<file path="src/verilog/cache_ctl_pkg.sv">
package cache_ctl_pkg;
    localparam logic [7:0] CTL1_IDX = 8'hd0;
    localparam logic [7:0] CTL2_IDX = 8'hd1;
    localparam logic [7:0] CTL3_IDX = 8'hd2;
    localparam logic [7:0] STAT_IDX = 8'hd3;
    localparam logic [11:0] CTL1_ADDR = {2'b00, CTL1_IDX, 2'b00};
    localparam logic [11:0] CTL2_ADDR = {2'b00, CTL2_IDX, 2'b00};
    localparam logic [11:0] CTL3_ADDR = {2'b00, CTL3_IDX, 2'b00};
    localparam logic [11:0] STAT_ADDR = {2'b00, STAT_IDX, 2'b00};
    localparam logic [7:0] CTL1_RST = 8'hc0;
    localparam logic [7:0] CTL2_RST = 8'h41;
    localparam logic [7:0] CTL3_RST = 8'h00;
    localparam int C1_CS_BETWEEN = 7;
    localparam int C1_SUSP_DRIVE = 6;
    localparam int C1_ENGAGE = 5;
    localparam int C1_WR_ZERO_WS = 2;
    localparam int C1_BURST_WS = 1;
    localparam int C1_FIRST_WS = 0;
    localparam int C2_TAG7 = 5;
    localparam int C2_ONE_BANK = 4;
    localparam int BANK_ADDR_BIT = 3;
    localparam logic [5:0] SEG_C_FIRST = 6'h30;
    localparam logic [5:0] SEG_C_LAST = 6'h37;
    localparam logic [5:0] SEG_E_FIRST = 6'h38;
    localparam logic [5:0] SEG_E_LAST = 6'h3b;
    localparam logic [1:0] FIRST_CLKS_FAST = 2'h2;
    localparam logic [1:0] FIRST_CLKS_SLOW = 2'h3;
    localparam logic [1:0] BURST_CLKS_FAST = 2'h1;
    localparam logic [1:0] BURST_CLKS_SLOW = 2'h2;
    localparam logic [1:0] WRITE_CLKS_FAST = 2'h1;
    localparam logic [1:0] WRITE_CLKS_SLOW = 2'h2;
    localparam logic [1:0] LAST_BEAT = 2'h3;
    typedef enum logic [1:0] {
        ST_IDLE = 2'b00,
        ST_RD_FIRST = 2'b01,
        ST_RD_BURST = 2'b10,
        ST_WRITE = 2'b11
    } cyc_state_t;
endpackage

</file>
<file path="src/verilog/secondary_cache_control.sv">
`timescale 1ns/1ps
module secondary_cache_control import cache_ctl_pkg::*; (
    input wire logic pclk,
    input wire logic presetn,
    input wire logic psel,
    input wire logic penable,
    input wire logic pwrite,
    input wire logic [11:0] paddr,
    input wire logic [31:0] pwdata,
    output logic [31:0] prdata,
    output logic pready,
    output logic pslverr,
    input wire logic sa0_strap,
    input wire logic acc_start,
    input wire logic acc_write,
    input wire logic [19:0] acc_addr,
    input wire logic stop_grant,
    input wire logic suspend,
    input wire logic sd_xfer_active,
    input wire logic sd_to_sd,
    input wire logic [1:0] sd_lane_en,
    input wire logic rtc_select_n,
    input wire logic keyboard_select_n,
    input wire logic dram_write_strobe_n,
    output logic xcvr_direction,
    output logic rtc_pin_n,
    output logic kbd_pin_n,
    output logic dwe_pin_n,
    output logic [3:0] cache_bank_selects_n,
    output logic cache_ctl_oe_n,
    output logic tag_select_n,
    output logic tag_width7,
    output logic single_bank,
    output logic cache_support,
    output logic cache_engaged,
    output logic acc_bypass,
    output logic acc_ready,
    output logic acc_done
);
    logic [7:0] ctl1_r, ctl1_nxt, ctl2_r, ctl2_nxt, ctl3_r, ctl3_nxt;
    logic [31:0] prdata_r, prdata_nxt;
    logic sa0_s1_r, sa0_s2_r, strap_r, strap_nxt, strap_done_r;
    cyc_state_t st_r, st_nxt;
    logic [1:0] cnt_r, cnt_nxt, beat_r, beat_nxt;
    logic bank_r, bank_nxt, rdy_r, rdy_nxt, done_r, done_nxt, byp_r, byp_nxt;
    logic [3:0] bsel_n_r, bsel_n_nxt;
    logic tag_n_r, tag_n_nxt, oe_n_r, oe_n_nxt;
    logic dir_r, dir_nxt, rtc_r, rtc_nxt, kbd_r, kbd_nxt, dwe_r, dwe_nxt;
    logic engaged, mapped, setup, cs_hold;
    logic [1:0] first_clks, burst_clks, write_clks;

    function automatic logic seg_cacheable(input logic [19:0] a, input logic [7:0] c2, input logic [7:0] c3);
        logic [5:0] seg;
        seg = a[19:14];
        if (seg >= SEG_C_FIRST && seg <= SEG_C_LAST) begin
            seg_cacheable = c3[seg[2:0]];
        end else if (seg >= SEG_E_FIRST && seg <= SEG_E_LAST) begin
            seg_cacheable = c2[seg[1:0]];
        end else begin
            seg_cacheable = 1'b1;
        end
    endfunction

    // Register file
    assign setup = psel & ~penable;
    assign mapped = (paddr == CTL1_ADDR) | (paddr == CTL2_ADDR) | (paddr == CTL3_ADDR) | (paddr == STAT_ADDR);
    assign pready = 1'b1;
    assign pslverr = psel & penable & ~mapped;
    assign prdata = prdata_r;

    always_comb begin
        ctl1_nxt = ctl1_r;
        ctl2_nxt = ctl2_r;
        ctl3_nxt = ctl3_r;
        prdata_nxt = prdata_r;
        if (psel & penable & pwrite) begin
            if (paddr == CTL1_ADDR) begin
                ctl1_nxt = pwdata[7:0];
            end
            if (paddr == CTL2_ADDR) begin
                ctl2_nxt = pwdata[7:0];
            end
            if (paddr == CTL3_ADDR) begin
                ctl3_nxt = pwdata[7:0];
            end
        end
        if (setup & ~pwrite) begin
            case (paddr)
                CTL1_ADDR: prdata_nxt = {24'h00_0000, ctl1_r};
                CTL2_ADDR: prdata_nxt = {24'h00_0000, ctl2_r};
                CTL3_ADDR: prdata_nxt = {24'h00_0000, ctl3_r};
                STAT_ADDR: prdata_nxt = {28'h000_0000, st_r != ST_IDLE, engaged, strap_r, strap_done_r};
                default: prdata_nxt = 32'h0000_0000;
            endcase
        end
    end

    always_ff @(posedge pclk or negedge presetn) begin
        if (!presetn) begin
            ctl1_r <= CTL1_RST;
            ctl2_r <= CTL2_RST;
            ctl3_r <= CTL3_RST;
            prdata_r <= 32'h0000_0000;
        end else begin
            ctl1_r <= ctl1_nxt;
            ctl2_r <= ctl2_nxt;
            ctl3_r <= ctl3_nxt;
            prdata_r <= prdata_nxt;
        end
    end

    // Strap capture once after reset release
    always_comb begin
        strap_nxt = strap_r;
        if (!strap_done_r) begin
            strap_nxt = ~sa0_s2_r;
        end
    end

    // Keeps sampling through reset, so strap is settled at release
    always_ff @(posedge pclk) begin
        sa0_s1_r <= sa0_strap;
        sa0_s2_r <= sa0_s1_r;
    end

    always_ff @(posedge pclk or negedge presetn) begin
        if (!presetn) begin
            strap_r <= 1'b0;
            strap_done_r <= 1'b0;
        end else begin
            strap_r <= strap_nxt;
            strap_done_r <= 1'b1;
        end
    end

    assign engaged = strap_r & strap_done_r & ctl1_r[C1_ENGAGE];
    assign first_clks = ctl1_r[C1_FIRST_WS] ? FIRST_CLKS_SLOW : FIRST_CLKS_FAST;
    assign burst_clks = ctl1_r[C1_BURST_WS] ? BURST_CLKS_SLOW : BURST_CLKS_FAST;
    assign write_clks = ctl1_r[C1_WR_ZERO_WS] ? WRITE_CLKS_FAST : WRITE_CLKS_SLOW;

    // Cache cycle sequencer
    always_comb begin
        st_nxt = st_r;
        cnt_nxt = cnt_r;
        beat_nxt = beat_r;
        bank_nxt = bank_r;
        rdy_nxt = 1'b0;
        done_nxt = 1'b0;
        byp_nxt = 1'b0;
        case (st_r)
            ST_IDLE: begin
                if (acc_start) begin
                    if (!engaged || stop_grant || suspend || !seg_cacheable(acc_addr, ctl2_r, ctl3_r)) begin
                        byp_nxt = 1'b1;
                    end else begin
                        bank_nxt = acc_addr[BANK_ADDR_BIT];
                        beat_nxt = 2'h0;
                        if (acc_write) begin
                            st_nxt = ST_WRITE;
                            cnt_nxt = write_clks - 2'h1;
                        end else begin
                            st_nxt = ST_RD_FIRST;
                            cnt_nxt = first_clks - 2'h1;
                        end
                    end
                end
            end
            ST_RD_FIRST: begin
                if (cnt_r == 2'h0) begin
                    rdy_nxt = 1'b1;
                    beat_nxt = 2'h1;
                    cnt_nxt = burst_clks - 2'h1;
                    st_nxt = ST_RD_BURST;
                end else begin
                    cnt_nxt = cnt_r - 2'h1;
                end
            end
            ST_RD_BURST: begin
                if (cnt_r == 2'h0) begin
                    rdy_nxt = 1'b1;
                    if (beat_r == LAST_BEAT) begin
                        done_nxt = 1'b1;
                        st_nxt = ST_IDLE;
                    end else begin
                        beat_nxt = beat_r + 2'h1;
                        cnt_nxt = burst_clks - 2'h1;
                    end
                end else begin
                    cnt_nxt = cnt_r - 2'h1;
                end
            end
            ST_WRITE: begin
                if (cnt_r == 2'h0) begin
                    rdy_nxt = 1'b1;
                    done_nxt = 1'b1;
                    st_nxt = ST_IDLE;
                end else begin
                    cnt_nxt = cnt_r - 2'h1;
                end
            end
            default: st_nxt = ST_IDLE;
        endcase
    end

    always_ff @(posedge pclk or negedge presetn) begin
        if (!presetn) begin
            st_r <= ST_IDLE;
            cnt_r <= 2'h0;
            beat_r <= 2'h0;
            bank_r <= 1'b0;
            rdy_r <= 1'b0;
            done_r <= 1'b0;
            byp_r <= 1'b0;
        end else begin
            st_r <= st_nxt;
            cnt_r <= cnt_nxt;
            beat_r <= beat_nxt;
            bank_r <= bank_nxt;
            rdy_r <= rdy_nxt;
            done_r <= done_nxt;
            byp_r <= byp_nxt;
        end
    end

    // Chip selects held low when idle only with bit7 clear
    assign cs_hold = (st_nxt != ST_IDLE)
        || (!ctl1_r[C1_CS_BETWEEN] && engaged && !stop_grant && !suspend);

    genvar gi;
    generate
        for (gi = 0; gi < 4; gi++) begin : g_bank
            always_comb begin
                bsel_n_nxt[gi] = 1'b1;
                if (cs_hold && !stop_grant && !suspend) begin
                    bsel_n_nxt[gi] = !(ctl2_r[C2_ONE_BANK] || st_nxt == ST_IDLE
                        || bank_nxt == (gi >= 2));
                end
            end
        end
    endgenerate

    // Pin outputs and transceiver control
    always_comb begin
        tag_n_nxt = !(cs_hold && !stop_grant && !suspend);
        oe_n_nxt = !strap_r || (suspend && !ctl1_r[C1_SUSP_DRIVE]);
        dir_nxt = dir_r;
        if (sd_xfer_active) begin
            dir_nxt = sd_to_sd;
        end
        if (strap_r) begin
            rtc_nxt = !(sd_xfer_active && sd_lane_en[0]);
            kbd_nxt = !(sd_xfer_active && sd_lane_en[1]);
            dwe_nxt = dram_write_strobe_n & keyboard_select_n;
        end else begin
            rtc_nxt = rtc_select_n;
            kbd_nxt = keyboard_select_n;
            dwe_nxt = dram_write_strobe_n;
        end
    end

    always_ff @(posedge pclk or negedge presetn) begin
        if (!presetn) begin
            bsel_n_r <= 4'hf;
            tag_n_r <= 1'b1;
            oe_n_r <= 1'b1;
            dir_r <= 1'b0;
            rtc_r <= 1'b1;
            kbd_r <= 1'b1;
            dwe_r <= 1'b1;
        end else begin
            bsel_n_r <= bsel_n_nxt;
            tag_n_r <= tag_n_nxt;
            oe_n_r <= oe_n_nxt;
            dir_r <= dir_nxt;
            rtc_r <= rtc_nxt;
            kbd_r <= kbd_nxt;
            dwe_r <= dwe_nxt;
        end
    end

    assign cache_bank_selects_n = bsel_n_r;
    assign tag_select_n = tag_n_r;
    assign cache_ctl_oe_n = oe_n_r;
    assign xcvr_direction = dir_r;
    assign rtc_pin_n = rtc_r;
    assign kbd_pin_n = kbd_r;
    assign dwe_pin_n = dwe_r;
    assign tag_width7 = ctl2_r[C2_TAG7];
    assign single_bank = ctl2_r[C2_ONE_BANK];
    assign cache_support = strap_r;
    assign cache_engaged = engaged;
    assign acc_bypass = byp_r;
    assign acc_ready = rdy_r;
    assign acc_done = done_r;
endmodule

</file>
<file path="config.mk">
export PLATFORM = sky130hd
export DESIGN_NAME = secondary_cache_control
export DESIGN_NICKNAME = d
export VERILOG_FILES = /design/src/verilog/cache_ctl_pkg.sv /design/src/verilog/secondary_cache_control.sv
export SDC_FILE = /design/constraint.sdc
export NUM_CORES = 1
export LEC_CHECK = 0
export BUFFER_PORTS_ARGS = -buffer_cell sky130_fd_sc_hd__buf_2
export CORE_MARGIN = 5
export CORE_UTILIZATION = 35
export DETAILED_ROUTE_END_ITERATION = 10
export HOLD_SLACK_MARGIN = 0.12
export PLACE_DENSITY = 0.73
export SYNTH_ARGS = -nofsm -noshare
export SYNTH_HDL_FRONTEND = slang
export SYNTH_SLANG_ARGS = --single-unit
export TNS_END_PERCENT = 10
</file>
<file path="constraint.sdc">
create_clock -name pclk -period 4.42 [get_ports pclk]
set_clock_uncertainty 0.15 [all_clocks]
set_input_delay 0 -clock pclk [delete_from_list [all_inputs] [get_ports pclk]]
set_output_delay 0 -clock pclk [all_outputs]
set_load 0.02 [all_outputs]
</file>
==> metrics <==
run status complete, no violations; Synth area leaders dfrtp_1 (34%), mux2_2 (12%), dfstp_2 (9.7%), buf_4 (6.8%), ha_1 (3.4%); Pins Over Slew Limit 0; crit path time final between 3 and 4 ns; Synth area leader dfrtp_1; CORE AREA 0.00826 mm2; vias per cell 4.79; critical path arrival 3.17 ns; Synth warnings 0; Worst Max-Slew Pin Slew about 0.66 ns; Worst Hold Class in -> reg; Initial DRC Count around 150; drc violations 0; CTS tree done; post-CTS setup buffers 0; largest net degree at the start of global routing 53; LEAKAGE 1.82 nW; nets around 460; layout cells sized above 1 35.7%; Power, Total around 1.3 mW; number of flops mapped to enable cells by yosys 0; site row count 33; Reg clk slew, reported paths around 0.10 ns; unrepaired setup endpoints after global routing no; die height just over 100 um; post-synthesis cell count around 270; max-cap violation count 0; CP delay by family, top buffers and inverters; commonest register cell after synthesis dfrtp_1; setup_tns 0 ns; Starting Density between 30% and 40%; Die ar. around 0.010 mm2; Critical Path Max Stage Delay between 0.6 and 0.7 ns; CP Launch Type input port; FF+latch count, synth 54; Cell variety after synth 49; I/O pin cnt ~130; mapped cell area between 0.002 and 0.003 mm2; PD cells about 340 mW/mm2; Port Buf Inserts slightly below 70; vias in the first global route 2337; placed instance area 0.00333 mm2; worst setup path class in -> reg; number of nets still failing antenna checks after routing 0; Max FO, Critical Path 8; drt total wl ~6800 um; global-route wire length before repair around 11000 um; Cells after DPL 435; initial antenna violation count 0; clk root buf clkbuf_8; multi-input logic area about 0.0014 mm2; fraction of registers with async set/reset 96.3%; Clock Sinks 54; crit end category flip-flop; Crit-path slowest cell dlygate4sd3_1; Final setup viols 0; Slew HR 56.0%; Detail Placement HPWL a little over 5000 um; placer congestion estimate a little over 0.8; crit-path most repeated cell dlygate4sd3_1; Worst Path Buf+Inv 4; number of buffers created by CTS 5; syn_area_per_cell between 10 and 15 um2; H-tree Lvls 2; Die Width 102 um; drt pass-1 iters 4; Synth top area share between 30% and 40%; maximum operating frequency roughly 0.32 GHz; worst skew pair latency 0.30 ns; VDD IR max 0.154 mV; Clock Path Buffers 2; final hold viol count 0; period utilisation layout 70.7%; CTS Hold Buffers Added 32; Syn-to-layout area delta 26.1%; Vias ~2300; sequential-to-total area share from yosys stat 45.4%; FILL cells approximately 770; FF+latch area between 0.001 and 0.0015 mm2; critical path cell sequence dlygate4sd3_1 -> buf_2 -> nor4_4 -> nand4_4 -> dlygate4sd3_1 -> nor3_4 -> mux2_2 -> dlygate4sd3_1; design area about 0.0038 mm2; post-CTS sizing 0; total global routing overflow 0; final instance count without filler cells between 400 and 500; CP Data Required Time between 4 and 5 ns; routed length per placed instance roughly 14 um; Global Route Usage Sum 13.3%; ANT cells 0
==> flip-flops by register name, indices dropped and copies added, names as in the netlist, 2 cells and up <==
name and cells:
ctl1_r 8, beat_r 2, ctl3_r 8, cnt_r 2
st_r 2, cache_bank_selects_n 2, ctl2_r 8, prdata 8
==> synthesized netlist by cell type, types with 2 or more instances <==
cell type and n:
nor3_1 3, inv_1 14, buf_2 2, mux4_2 4
a31oi_1 2, dfstp_2 11, dfxtp_1 2, a21oi_1 14
nor2b_1 6, conb_1 2, nand2_1 21, mux2i_1 10
buf_4 27, nand2b_1 3, nor2_1 13, o31ai_1 5
a221o_1 3, mux2_2 31, o21ai_0 13, and3_1 3
clkbuf_1 3, or4_1 2, nor3b_1 2, dfrtp_1 41
ha_1 8
==> placed cells by master (no fill, tap or decap), types with 2 or more instances in the layout <==
cell type,instances
a31oi_1,2
dfstp_2,11
buf_2,69
nand2_1,21
and3_1,3
dfxtp_1,2
dlygate4sd3_1,32
nor2b_1,6
nor2_1,13
mux2i_1,10
ha_1,8
o21ai_0,13
mux2_2,31
conb_1,26
dfrtp_1,41
inv_1,14
a21oi_1,14
mux4_2,4
nor3b_1,2
nor3_1,3
a221o_1,3
nand2b_1,3
o31ai_1,5
clkbuf_8,5
or4_1,2
==> area by class of cell <==
class	instances	area share [%]
clock inverters	3	1.16
well taps	105	3.49
flip-flops and latches	54	36.0
multi-input cells	192	38.3
inverters	14	1.39
clock buffers	5	1.83
repair buffers	102	17.9
==> metrics by stage <==
| stage | worst slack [ns] | util, % | hold WS (ns) |
|---|---|---|---|
| finish | 1.29 | 45.6 | 0.160 |
| global route | 1.21 | 45.6 | 0.178 |
| CTS | 1.33 | 45.6 | 0.161 |
| detailed placement | 2.06 | 40.4 | -0.0459 |
| global placement | 2.11 | 40.4 | -0.0478 |
| floorplan | 2.24 | - | -0.446 |
==> final timing paths <==
check | from | endpoint | slack (ns) | cells past startpoint
worst max-delay path | paddr[11] | ctl1_r[1] | 1.29 | 8
worst min-delay path | pwrite | prdata[6] | 0.16 | 4
worst max register to register | st_r[0] | cache_bank_selects_n[1] | 1.56 | 8
worst min register to register | sa0_s1_r | sa0_s2_r | 0.19 | 0
max in group asynchronous | presetn | ctl1_r[2] | 3.49 | 3
min in group asynchronous | presetn | beat_r[1] | 0.18 | 3
==> power by group <==
group	switching, mW	internal (mW)	leakage (nW)
Combinational	0.231	0.165	1.07
Clock	0.167	0.170	0.0585
Sequential	0.0256	0.538	0.685
==> cell families after synthesis <==
| family | count (synthesis) | synth area share, % |
|---|---|---|
| AOI/OAI and AO/OA | 49 | 10.9 |
| and+or+nand+nor | 64 | 12.7 |
| DFF | 54 | 45.4 |
| other | 2 | 0.251 |
| muxes | 45 | 18.0 |
| adders and majority gates | 8 | 3.35 |
| buffers and inverters | 47 | 9.38 |
==> tightest hold or removal path, delay by kind of cell <==
| family | cells | cell delay, ns |
|---|---|---|
| and+or+nand+nor | 2 | 0.36 |
| buffers and inverters | 1 | 0.11 |
| AOI/OAI and AO/OA | 1 | 0.10 |
==> routing by layer <==
metal,share of wire [%],up-vias,global-route usage [%]
li1,-,1101,-
met3,6.4,8,2.73
met1,40,1097,16.5
met4,1.3,0,3.53
met5,0,-,0
met2,52,71,23.7
Note: power is estimated with default switching activity, not from simulation.
